<file path="src/bist_pkg.sv">
// Summary of operation
// - Self-test logic stays idle and harmless unless a run bit is set.
// - Link run bit enables the pattern generator and signature compressor for that core.
// - Fault-free link core leaves 5B6B in its signature register.
// - Link test runs 62820 patterns from a 16-bit generator, one per byte clock.
// - Signature freezes at completion so the host can read it.
// - Completion raises the interrupt; only clearing the run bit or a reset clears it.
// - Clearing the run bit before completion aborts the test.
// - Writing media-access control A with run bit set starts that test.
// - Media-access test runs 65535 patterns from a 16-bit generator.
// - Media-access signature depends on every setup register value at test start.
// - Symbol clock, receive data and transmit control pins never affect the result.
// - Documented setup vectors give 9FA2, 9324, 8445 at signature address 6A.
package bist_pkg;

    // Data path widths and setup register count
    localparam int unsigned SIG_WIDTH  = 16;
    localparam int unsigned ADDR_WIDTH = 8;
    localparam int unsigned SETUP_REGS = 8;

    // Register offsets on the register access port
    localparam logic [7:0] LINK_CTRL_A_OFFSET   = 8'h00;
    localparam logic [7:0] LINK_STATUS_OFFSET   = 8'h01;
    localparam logic [7:0] LINK_SIG_OFFSET      = 8'h0f;
    localparam logic [7:0] MAC_CTRL_A_OFFSET    = 8'h40;
    localparam logic [7:0] MAC_CTRL_B_OFFSET    = 8'h41;
    localparam logic [7:0] SHORT_ADDR_OFFSET    = 8'h50;
    localparam logic [7:0] LONG_ADDR_A_OFFSET   = 8'h51;
    localparam logic [7:0] LONG_ADDR_B_OFFSET   = 8'h52;
    localparam logic [7:0] LONG_ADDR_C_OFFSET   = 8'h53;
    localparam logic [7:0] ROTATION_OFFSET      = 8'h54;
    localparam logic [7:0] TIMERS_OFFSET        = 8'h55;
    localparam logic [7:0] MAC_SIG_OFFSET       = 8'h6a;

    // Field positions
    localparam int unsigned RUN_BIT      = 2;
    localparam int unsigned LOOPBACK_BIT = 3;
    localparam int unsigned STAT_LINK_DONE = 0;
    localparam int unsigned STAT_MAC_DONE  = 1;
    localparam int unsigned STAT_INT_PIN   = 2;

    // Values after reset
    localparam logic [15:0] CTRL_RESET  = 16'h0000;
    localparam logic [15:0] SETUP_RESET = 16'h0000;

    // Generator seed and feedback (x^16 + x^5 + x^3 + x^2 + 1)
    localparam logic [15:0] LFSR_SEED = 16'hace1;
    localparam logic [15:0] LFSR_POLY = 16'h002d;

    // Test lengths and timing
    localparam int unsigned BYTE_CLOCK_NS = 80;
    localparam int unsigned LINK_PATTERNS = 62820;
    localparam int unsigned MAC_PATTERNS  = 65535;

    // Expected fault-free signatures
    localparam logic [15:0] LINK_SIG_GOOD = 16'h5b6b;
    localparam logic [15:0] MAC_SIG_TEST1 = 16'h9fa2;
    localparam logic [15:0] MAC_SIG_TEST2 = 16'h9324;
    localparam logic [15:0] MAC_SIG_TEST3 = 16'h8445;

    // Engine states, Gray along idle, run, done
    typedef enum logic [1:0] {
        ST_IDLE = 2'b00,
        ST_RUN  = 2'b01,
        ST_DONE = 2'b11
    } engine_state_t;

endpackage

</file>
<file path="src/selftest_lfsr_engine.sv">
`timescale 1ns/100ps
module selftest_lfsr_engine #(
    parameter int unsigned PATTERNS = 65535
) (
    // Clock and reset
    input  wire logic                           clk,
    input  wire logic                           srst,
    // Control and core response
    input  wire logic                           run,
    input  wire logic [bist_pkg::SIG_WIDTH-1:0] response,
    // Generator, signature and completion
    output logic      [bist_pkg::SIG_WIDTH-1:0] pattern,
    output logic      [bist_pkg::SIG_WIDTH-1:0] signature,
    output logic                                done
);
    import bist_pkg::*;

    localparam logic [SIG_WIDTH-1:0] PATTERN_LOAD = SIG_WIDTH'(PATTERNS);

    engine_state_t        state_reg;
    engine_state_t        state_next;
    logic [SIG_WIDTH-1:0] lfsr_reg;
    logic [SIG_WIDTH-1:0] lfsr_next;
    logic [SIG_WIDTH-1:0] misr_reg;
    logic [SIG_WIDTH-1:0] misr_next;
    logic [SIG_WIDTH-1:0] count_reg;
    logic [SIG_WIDTH-1:0] count_next;

    // One Galois step of the maximal-length register
    function automatic logic [SIG_WIDTH-1:0] lfsr_step(input logic [SIG_WIDTH-1:0] v);
        lfsr_step = {v[SIG_WIDTH-2:0], 1'b0} ^ (v[SIG_WIDTH-1] ? LFSR_POLY : '0);
    endfunction

    // Next state; nothing moves while idle, so the core never sees test data
    always_comb
    begin
        state_next = state_reg;
        lfsr_next  = lfsr_reg;
        misr_next  = misr_reg;
        count_next = count_reg;
        case (state_reg)
            ST_IDLE:
            begin
                if (run)
                begin
                    state_next = ST_RUN;
                    lfsr_next  = LFSR_SEED;
                    misr_next  = LFSR_SEED;
                    count_next = PATTERN_LOAD;
                end
            end
            ST_RUN:
            begin
                if (!run)
                    state_next = ST_IDLE;
                else
                begin
                    lfsr_next  = lfsr_step(lfsr_reg);
                    misr_next  = lfsr_step(misr_reg) ^ response;
                    count_next = count_reg - 16'h0001;
                    if (count_reg == 16'h0001)
                        state_next = ST_DONE;
                end
            end
            ST_DONE:
            begin
                // Signature is held; a new test needs the run bit cleared first
                if (!run)
                    state_next = ST_IDLE;
            end
            default:
                state_next = ST_IDLE;
        endcase
    end

    // State registers
    always_ff @(posedge clk)
    begin
        if (srst)
        begin
            state_reg <= ST_IDLE;
            lfsr_reg  <= LFSR_SEED;
            misr_reg  <= LFSR_SEED;
            count_reg <= 16'h0000;
        end
        else
        begin
            state_reg <= state_next;
            lfsr_reg  <= lfsr_next;
            misr_reg  <= misr_next;
            count_reg <= count_next;
        end
    end

    assign pattern   = lfsr_reg;
    assign signature = misr_reg;
    assign done      = (state_reg == ST_DONE);

    // Checks on the engine
    chk_seed_on_start: assert property (@(posedge clk) disable iff (srst)
        (state_reg == ST_IDLE && run) |=> (lfsr_reg == LFSR_SEED && misr_reg == LFSR_SEED))
        else $error("engine not seeded on start");
    chk_abort_idle: assert property (@(posedge clk) disable iff (srst)
        (state_reg == ST_RUN && !run) |=> state_reg == ST_IDLE)
        else $error("test not aborted when run cleared");
    chk_count_end: assert property (@(posedge clk) disable iff (srst)
        (state_reg == ST_RUN && run && count_reg == 16'h0001) |=> done)
        else $error("test did not end at last pattern");
    chk_idle_quiet: assert property (@(posedge clk) disable iff (srst)
        (state_reg == ST_IDLE && !run) |=> ($stable(lfsr_reg) && $stable(misr_reg)))
        else $error("engine moved while idle");
    chk_lfsr_nonzero: assert property (@(posedge clk) disable iff (srst)
        state_reg == ST_RUN |-> lfsr_reg != '0)
        else $error("generator reached the locked state");
    chk_freeze_done: assert property (@(posedge clk) disable iff (srst)
        (done && run) |=> (done && $stable(misr_reg)))
        else $error("signature changed after completion");
endmodule

</file>
<file path="src/core_bist_signature_engine.sv">
`timescale 1ns/100ps
module core_bist_signature_engine #(
    parameter int unsigned LINK_TEST_PATTERNS = bist_pkg::LINK_PATTERNS,
    parameter int unsigned MAC_TEST_PATTERNS  = bist_pkg::MAC_PATTERNS
) (
    // Clock and reset
    input  wire logic                            CLK,
    input  wire logic                            SRST,
    // Register access port
    input  wire logic [bist_pkg::ADDR_WIDTH-1:0] REG_ADDR,
    input  wire logic [bist_pkg::SIG_WIDTH-1:0]  REG_WDATA,
    input  wire logic                            REG_WR,
    input  wire logic                            REG_RD,
    output logic      [bist_pkg::SIG_WIDTH-1:0]  REG_RDATA,
    // Open-drain core access interrupt
    input  wire logic                            CORE_ACCESS_INTERRUPT_I,
    output logic                                 CORE_ACCESS_INTERRUPT_O,
    output logic                                 CORE_ACCESS_INTERRUPT_OE_N,
    // Link core controls
    output logic                                 ELASTIC_BUFFER_LOCAL_LOOPBACK,
    output logic                                 SELFTEST_ACTIVE
);
    import bist_pkg::*;

    // Control and setup registers
    logic [SIG_WIDTH-1:0] link_ctrl_a_reg;
    logic [SIG_WIDTH-1:0] link_ctrl_a_next;
    logic [SIG_WIDTH-1:0] setup_reg [SETUP_REGS];
    logic [SIG_WIDTH-1:0] setup_next [SETUP_REGS];
    logic [SIG_WIDTH-1:0] snap_reg [SETUP_REGS];
    logic [SIG_WIDTH-1:0] snap_next [SETUP_REGS];
    logic                 mac_run_q_reg;
    logic                 mac_run_q_next;

    // Port outputs and the registered interrupt pin level
    logic [SIG_WIDTH-1:0] rdata_reg;
    logic [SIG_WIDTH-1:0] rdata_next;
    logic                 int_oe_n_reg;
    logic                 int_oe_n_next;
    logic                 loopback_reg;
    logic                 loopback_next;
    logic                 active_reg;
    logic                 active_next;
    logic                 pin_level_reg;
    logic                 pin_level_next;

    // Decode and engine connections
    logic                 setup_hit;
    logic [2:0]           setup_idx;
    logic                 link_run;
    logic                 mac_run;
    logic                 mac_start;
    logic [SIG_WIDTH-1:0] link_pattern;
    logic [SIG_WIDTH-1:0] link_sig;
    logic                 link_done;
    logic [SIG_WIDTH-1:0] mac_pattern;
    logic [SIG_WIDTH-1:0] mac_sig;
    logic                 mac_done;
    logic [SIG_WIDTH-1:0] link_response;
    logic [SIG_WIDTH-1:0] mac_response;

    // Map the media-access setup offsets onto the storage index
    always_comb
    begin
        setup_hit = 1'b1;
        setup_idx = 3'h0;
        case (REG_ADDR)
            MAC_CTRL_A_OFFSET:  setup_idx = 3'h0;
            MAC_CTRL_B_OFFSET:  setup_idx = 3'h1;
            SHORT_ADDR_OFFSET:  setup_idx = 3'h2;
            LONG_ADDR_A_OFFSET: setup_idx = 3'h3;
            LONG_ADDR_B_OFFSET: setup_idx = 3'h4;
            LONG_ADDR_C_OFFSET: setup_idx = 3'h5;
            ROTATION_OFFSET:    setup_idx = 3'h6;
            TIMERS_OFFSET:      setup_idx = 3'h7;
            default:            setup_hit = 1'b0;
        endcase
    end

    assign link_run  = link_ctrl_a_reg[RUN_BIT];
    assign mac_run   = setup_reg[0][RUN_BIT];
    assign mac_start = mac_run && !mac_run_q_reg;

    // Link core response: pattern shaped by the low byte of link control A, loopback bit included
    assign link_response = link_pattern ^ {link_ctrl_a_reg[7:0], link_pattern[15:8]};

    // Media-access response uses only the pattern and the start-time setup
    // snapshot; no pin path exists, so outside activity cannot skew the sum
    assign mac_response = mac_pattern ^ snap_reg[mac_pattern[2:0]];

    // Register writes; the control A write carrying the run bit starts the test
    always_comb
    begin
        link_ctrl_a_next = link_ctrl_a_reg;
        for (int i = 0; i < SETUP_REGS; i++)
            setup_next[i] = setup_reg[i];
        if (REG_WR && REG_ADDR == LINK_CTRL_A_OFFSET)
            link_ctrl_a_next = REG_WDATA;
        if (REG_WR && setup_hit)
            setup_next[setup_idx] = REG_WDATA;
        mac_run_q_next = mac_run;
    end

    // Capture every setup value as the media-access test begins
    always_comb
    begin
        for (int i = 0; i < SETUP_REGS; i++)
            snap_next[i] = mac_start ? setup_reg[i] : snap_reg[i];
    end

    // Read data, interrupt and pin outputs
    always_comb
    begin
        rdata_next = rdata_reg;
        if (REG_RD)
        begin
            if (setup_hit)
                rdata_next = setup_reg[setup_idx];
            else
            begin
                case (REG_ADDR)
                    LINK_CTRL_A_OFFSET: rdata_next = link_ctrl_a_reg;
                    LINK_STATUS_OFFSET:
                    begin
                        rdata_next                 = 16'h0000;
                        rdata_next[STAT_LINK_DONE] = link_done;
                        rdata_next[STAT_MAC_DONE]  = mac_done;
                        rdata_next[STAT_INT_PIN]   = pin_level_reg;
                    end
                    LINK_SIG_OFFSET:    rdata_next = link_sig;
                    MAC_SIG_OFFSET:     rdata_next = mac_sig;
                    default:            rdata_next = 16'h0000;
                endcase
            end
        end
        // Held only while the run bit stays set, so reads never clear it
        int_oe_n_next  = !((link_done && link_run) || (mac_done && mac_run));
        loopback_next  = link_ctrl_a_reg[LOOPBACK_BIT];
        active_next    = link_run || mac_run;
        pin_level_next = CORE_ACCESS_INTERRUPT_I;
    end

    // Register stage
    always_ff @(posedge CLK)
    begin
        if (SRST)
        begin
            link_ctrl_a_reg <= CTRL_RESET;
            for (int i = 0; i < SETUP_REGS; i++)
            begin
                setup_reg[i] <= SETUP_RESET;
                snap_reg[i]  <= SETUP_RESET;
            end
            mac_run_q_reg <= 1'b0;
            rdata_reg     <= 16'h0000;
            int_oe_n_reg  <= 1'b1;
            loopback_reg  <= 1'b0;
            active_reg    <= 1'b0;
            pin_level_reg <= 1'b1;
        end
        else
        begin
            link_ctrl_a_reg <= link_ctrl_a_next;
            for (int i = 0; i < SETUP_REGS; i++)
            begin
                setup_reg[i] <= setup_next[i];
                snap_reg[i]  <= snap_next[i];
            end
            mac_run_q_reg <= mac_run_q_next;
            rdata_reg     <= rdata_next;
            int_oe_n_reg  <= int_oe_n_next;
            loopback_reg  <= loopback_next;
            active_reg    <= active_next;
            pin_level_reg <= pin_level_next;
        end
    end

    // Link core engine
    selftest_lfsr_engine #(
        .PATTERNS  (LINK_TEST_PATTERNS)
    ) link_engine (
        .clk       (CLK),
        .srst      (SRST),
        .run       (link_run),
        .response  (link_response),
        .pattern   (link_pattern),
        .signature (link_sig),
        .done      (link_done)
    );

    // Media-access core engine
    selftest_lfsr_engine #(
        .PATTERNS  (MAC_TEST_PATTERNS)
    ) mac_engine (
        .clk       (CLK),
        .srst      (SRST),
        .run       (mac_run),
        .response  (mac_response),
        .pattern   (mac_pattern),
        .signature (mac_sig),
        .done      (mac_done)
    );

    // Open drain: only ever pulls low
    assign CORE_ACCESS_INTERRUPT_O       = 1'b0;
    assign CORE_ACCESS_INTERRUPT_OE_N    = int_oe_n_reg;
    assign REG_RDATA                     = rdata_reg;
    assign ELASTIC_BUFFER_LOCAL_LOOPBACK = loopback_reg;
    assign SELFTEST_ACTIVE               = active_reg;

    // Checks at the ports
    chk_int_on_done: assert property (@(posedge CLK) disable iff (SRST)
        (link_done && link_run) |=> !CORE_ACCESS_INTERRUPT_OE_N)
        else $error("interrupt missing after link completion");
    chk_int_clear_run: assert property (@(posedge CLK) disable iff (SRST)
        (!link_run && !mac_run) |=> CORE_ACCESS_INTERRUPT_OE_N)
        else $error("interrupt held after run bits cleared");
    chk_int_read_keep: assert property (@(posedge CLK) disable iff (SRST)
        (REG_RD && mac_done && mac_run && !REG_WR) |=> ##1 !CORE_ACCESS_INTERRUPT_OE_N)
        else $error("read cleared the interrupt");
    chk_mac_sig_read: assert property (@(posedge CLK) disable iff (SRST)
        (REG_RD && REG_ADDR == MAC_SIG_OFFSET) |=> REG_RDATA == $past(mac_sig))
        else $error("media-access signature read wrong");
    chk_mac_start: assert property (@(posedge CLK) disable iff (SRST)
        (REG_WR && REG_ADDR == MAC_CTRL_A_OFFSET && REG_WDATA[RUN_BIT] && !mac_run)
        |=> ##1 (mac_engine.state_reg == ST_RUN))
        else $error("control A write did not start the test");
    chk_snap_held: assert property (@(posedge CLK) disable iff (SRST)
        (mac_run && !mac_start) |=> $stable(snap_reg[1]) && $stable(snap_reg[7]))
        else $error("setup snapshot changed during test");
    chk_link_abort: assert property (@(posedge CLK) disable iff (SRST)
        (link_engine.state_reg == ST_RUN && !link_run) |=> ##1 CORE_ACCESS_INTERRUPT_OE_N)
        else $error("abort raised the interrupt");

    cov_link_done: cover property (@(posedge CLK) disable iff (SRST)
        link_done && link_run);
    cov_mac_done: cover property (@(posedge CLK) disable iff (SRST)
        mac_done && mac_run);
    cov_abort: cover property (@(posedge CLK) disable iff (SRST)
        link_engine.state_reg == ST_RUN && !link_run);
    cov_sig_read: cover property (@(posedge CLK) disable iff (SRST)
        REG_RD && REG_ADDR == MAC_SIG_OFFSET && mac_done);
endmodule

</file>
<file path="config.mk">
export PLATFORM = sky130hd
export DESIGN_NAME = core_bist_signature_engine
export DESIGN_NICKNAME = d
export VERILOG_FILES = /design/src/bist_pkg.sv /design/src/selftest_lfsr_engine.sv /design/src/core_bist_signature_engine.sv
export SDC_FILE = /design/constraint.sdc
export NUM_CORES = 1
export LEC_CHECK = 0
export ABC_AREA = 1
export BUFFER_PORTS_ARGS = -buffer_cell sky130_fd_sc_hd__buf_2
export CAP_MARGIN = 25
export CORE_MARGIN = 2
export CORE_UTILIZATION = 40
export DETAILED_ROUTE_END_ITERATION = 7
export PLACE_DENSITY = 0.59
export SLEW_MARGIN = 20
export SYNTH_ARGS = -nofsm -noshare
export SYNTH_HDL_FRONTEND = slang
export SYNTH_HIERARCHICAL = 1
export SYNTH_SLANG_ARGS = --single-unit
</file>
<file path="constraint.sdc">
create_clock -name CLK -period 11.35 [get_ports CLK]
set_input_delay 1.135 -clock CLK [delete_from_list [all_inputs] [get_ports CLK]]
set_output_delay 1.135 -clock CLK [all_outputs]
set_load 0.005 [all_outputs]
</file>
; ---- Word level (Yosys, flattened, before mapping)
; Memories as Yosys holds them, arrays and structs flattened. A register that Yosys moved wholly into a read port is not among the register bits.
; Index checks and enable logic that the tools add are counted.
[op_classes]
add_sub_neg = 2
magnitude_cmp = 2
n_eq_ne = 26
n_mux = 67
bitwise = 25
reduce_logical = 21
[op_table]
columns = cell, n
row1 = 16-bit 2-to-1 mux, 36
row2 = 16-bit one-hot mux with 2 select lines, 6
row3 = 128-bit bitwise mux, 1
row4 = 128-bit 2-to-1 mux, 1
row5 = 16-bit XOR, 8
row6 = 8-bit by 7-bit == test with 1-bit output (second input constant), 9
row7 = 16-bit one-hot mux with 4 select lines, 1
row8 = 16-bit demux with 3-bit select, 1
row9 = 16-bit by 1-bit == test with 1-bit output (second input constant), 2
row10 = 16-bit by 1-bit subtractor with 16-bit output (second input constant), 2
row11 = 6-bit 2-to-1 mux, 4
row12 = 3-bit one-hot mux with 7 select lines, 1
row13 = 2-bit 2-to-1 mux, 8
row14 = 1-bit bitwise OR, 16
row15 = 2-bit one-hot mux with 3 select lines, 2
row16 = 3-bit AND reduction, 4
row17 = 8-bit by 1-bit == test with 1-bit output (second input constant), 1
row18 = 8-bit by 4-bit == test with 1-bit output (second input constant), 1
row19 = 8-bit logical NOT, 1
row20 = 2-bit != test (second input constant), 4
row21 = 8-bit OR reduction, 1
row22 = 1-bit logical AND, 6
row23 = 3-bit 2-to-1 mux, 2
row24 = 2-bit by 1-bit == test with 1-bit output (second input constant), 2
row25 = 14 further kinds, 23
[totals]
register_bits = 137
ram_bits = 256
out_inout_bits = 20
wordCells = 160
mem_count = 2
[memory_table]
columns = memory, depth, word_bits, read_ports, rd_clocked_by_memory_dff, write_ports, line
row1 = setup_reg, 8, 16, 9, 0, 8, core_bist_signature_engine.sv:28  ; logic [SIG_WIDTH-1:0] setup_reg [SETUP_REGS];
row2 = snap_reg, 8, 16, 1, 1, 8, core_bist_signature_engine.sv:30  ; logic [SIG_WIDTH-1:0] snap_reg [SETUP_REGS];

; ---- Logic depth before layout (Yosys ltp)
[logic_depth]
word_depth = 10
ltp_mapped = 12

; ---- Hierarchy
; The synthesis kept the hierarchy.
[by_module_without_submodules]
columns = mod, n_inst, cells_per_inst, area_each_um2
row1 = core_bist_signature_engine, 1, 1605, 13271.5
row2 = selftest_lfsr_engine at mac_engine, 1, 315, 2342.2
row3 = selftest_lfsr_engine at link_engine, 1, 321, 2303.5

; ---- Worst setup path after synthesis
; No wires, ideal clock.
[synth_path]
path_type = reg2reg
from = memory setup_reg[0][2]
to = memory snap_reg[0][0] (enable)
setup_ns = 0.792
arrival_time_ns = 9.485
required_time_ns = 10.558
setup_slack_ns = 1.073
path_stages_with_launch = 3
n_path_buf = 0
cell_sequence = dfxtp_1 inv_1 o21ai_0
[synth_lines]
columns = item, line
row1 = from (decl), core_bist_signature_engine.sv:28
row2 = to (decl), core_bist_signature_engine.sv:30

==> run_results.csv <==
group,metric,value,unit
sta,slew_headroom,0.346,
sta,period_needed,3.72,ns
critical_path,r2r_start,"mac_engine/pattern[0]",
sta,post-route-period-util,0.328,
clock_network,clockRootBuffer,"clkbuf_16",
yosys,syn_area,17900,µm²
yosys,synth.distinct_cells,44,
yosys,synth-edff-count,128,
yosys,ys_seq_elements,393,
grt,grt_max_degree,113,
power,p_leak,7.66,nW
clock_network,clockBufferDepth,3,
clock_network,cts_max_level,2,
cells_and_area,n_antenna_cell,0,
cells_and_area,num-nets-final,2252,
critical_path,critPathLaunchType,"primary input",
critical_path,regToRegSetupSlack,8.46,ns
grt,grt_pass1_vias,14200,
critical_path,critPathMaxStageDelay,0.67,ns
clock_network,cts_sinks,393,
route,vias_per_cell,5.27,
place,io_buffers,47,
critical_path,crit_chain,"buf_4, clkinv_2, o21ai_4, buf_4, buf_4, buf_12",
flow_run,maxCapViolations,0,
worst_hold_path,worstHoldEndpoint,"mac_engine/count_reg[6]",
worst_hold_path,hold_class,"flip-flop to flip-flop",
place,place.gp.congestion,0.841,
grt,track_usage,0.218,
cells_and_area,drive_gt1_frac,0.0849,
die,dieArea,46500,µm²
sta,worstMarginPinSlew,0.977,ns
die,die_w,216,µm
clock_network,cts_tree,"built",
sta,drv_slew,0,
clock_network,cts_resized,0,
yosys,synth_ff_type,"dfxtp_1",
critical_path,path_class,"primary input to flip-flop",
power,pwr_density_cell,151,nW/µm²
route,wirelength,51000,µm
sta,fin_setup_tns,0,ns
die,num_rows,77,
sta,fmax,269,MHz
yosys,yosysSeqAreaShare,0.511,
sta,clock_skew,0.0179,ns
cells_and_area,multiInputGateArea,7360,µm²
cells_and_area,fillers,4392,
critical_path,r2r_end,"mac_engine/signature[11]",
clock_network,hold_buffers,0,
critical_path,arrival,3.95,ns
clock_network,clk-insertion-delay-late,0.55,ns
route,drtIter0Drc,1142,
critical_path,cpMostUsedCell,"buf_4",
route,dr.pass1.iters,6,
critical_path,reg2reg_depth,9,
route,vias,15000,
cells_and_area,register_area,9150,µm²
route,ant_nets,0,
critical_path,cp_slowest_cell,"clkinv_2",
critical_path,cp-end-kind,"flip-flop",
die,coreArea,44200,µm²
run_status,status,"finished clean",
sta,grt_setup_unrepaired,"no",
cells_and_area,layout.cells.non_filler,2843,
yosys,yosys_warnings,6,
clock_network,cts_inserted_buffers,42,
clock_network,clkTransAtPathRegs,0.06,ns
yosys,synth_cells,2241,
route,post_drt_wl_per_cell,18.0,µm
die,fp.dieH,216,µm
cells_and_area,area_growth,11.1,%
critical_path,worstPathMaxFanout,51,
sta,finalSetupViolCount,0,
power,peakVddDrop,0.000111,V
worst_hold_path,holdPathStages,2,
worst_hold_path,hold_start,"mac_engine/count_reg[6]",
grt,grt_pass1_wl,80300,µm
route,drcViolationCount,0,
critical_path,critPathRequiredTime,11.58,ns
place,dp.cells,2764,
yosys,synth_area_per_cell,8.00,µm²
die,io_pins,49,
grt,antenna_found_initial,0,
place,hpwlAfterDp,32000,µm
yosys,synth_nets,2274,
die,start_util,0.405,
sta,report.final.hold_viol_count,0,
yosys,ys_async_sr_fraction,0,
grt,grt-ovfl-total,0,
cells_and_area,fin_util,0.450,
clock_network,cts_setup_buffers,0,
==> layer usage <==
metal | wire, µm | vias up | track usage
li1 | - | 7386 | -
met1 | 22600 | 7071 | 0.293
met2 | 23400 | 460 | 0.354
met3 | 3210 | 77 | 0.0311
met4 | 1800 | 0 | 0.0864
met5 | 0 | - | 0
==> critical path: cells and delay by family <==
| kind | cells | cell delay, ns |
|---|---|---|
| buf+inv | 5 | 2.50 |
| compound gates | 1 | 0.19 |
==> cell usage in the layout, fill, tap and decap left out, types with 11 or more instances in the layout <==
cell and instances:
xor2_1 54, nand2_1 350, xnor2_1 13, buf_4 21
o21ai_0 187, o221ai_1 12, dfxtp_1 264, buf_2 46
nand3_1 189, inv_1 199, edfxtp_1 128, clkbuf_16 43
or2_2 11, o22ai_1 12, o21ai_1 69, a21oi_1 232
nor2_1 280, nor3_1 11
==> where the power goes <==
part / leakage, nW / internal, W / switching (W)
Combinational: 3.51 / 0.0000342 / 0.0000910
Sequential: 3.46 / 0.00148 / 0.00000981
Clock: 0.686 / 0.000839 / 0.000559
Total: 7.66 / 0.00235 / 0.000660
==> layout make-up <==
type	count	area share
inverter	210	0.0398
sequential	393	0.460
clock inverter	19	0.0108
clock buffer	57	0.0592
multi-input combinational	1501	0.370
tap	592	0.0372
timing repair buffer	71	0.0236
==> logic make-up (layout without fill, tap and decap cells) <==
logic type               Yosys count  after routing  synth area share
XOR/XNOR                          67             67            0.0328
AO/OA/AOI/OAI                    538            538             0.158
flip-flops                       393            393             0.511
buffers and inverters            347            357            0.0806
AND/OR/NAND/NOR                  891            891             0.215
adder cells (fa/ha/maj)            4              4           0.00279
other                              1              1          0.000209
==> how the worst max path moves through the flow <==
stage,startpoint,endpoint,slack [ns]
CTS,REG_ADDR[3],setup_reg[1][0],7.52
finish,SRST,snap_reg[7][12],7.63
detailed placement,REG_ADDR[3],setup_reg[3][13],6.96
floorplan,setup_reg[0][2],snap_reg[0][0],1.07
global placement,SRST,snap_reg[1][12],6.99
global route,SRST,snap_reg[7][12],7.38
==> cell usage after synthesis, types with 9 or more instances <==
cell | n | area (µm²)
xnor2_1 | 13 | 114
o22ai_1 | 12 | 75.1
edfxtp_1 | 128 | 3840
clkbuf_1 | 81 | 304
o221ai_1 | 12 | 105
nand2_1 | 354 | 1330
dfxtp_1 | 265 | 5310
o21ai_0 | 188 | 941
nor3_1 | 11 | 55.1
a221oi_1 | 9 | 78.8
o21ai_1 | 69 | 345
inv_1 | 199 | 747
nand4_1 | 9 | 56.3
or2_2 | 11 | 68.8
nand3_1 | 191 | 956
nor2_1 | 280 | 1050
a21oi_1 | 232 | 1160
buf_6 | 9 | 101
xor2_1 | 54 | 473
buf_2 | 33 | 165
==> through the flow <==
stage          instance area (µm²)  power [W]  hold WS, ns  worst slack, ns
3_5_place_dp                 18400    0.00164        0.455             6.96
6_report                     19900    0.00301        0.461             7.63
4_1_cts                      19800    0.00303        0.464             7.52
3_3_place_gp                 18400    0.00164        0.455             6.99
2_1_floorplan                17900    0.00160        0.444             1.07
5_1_grt                      19900    0.00310        0.496             7.38
No activity file was read; power rests on OpenSTA's default activity.
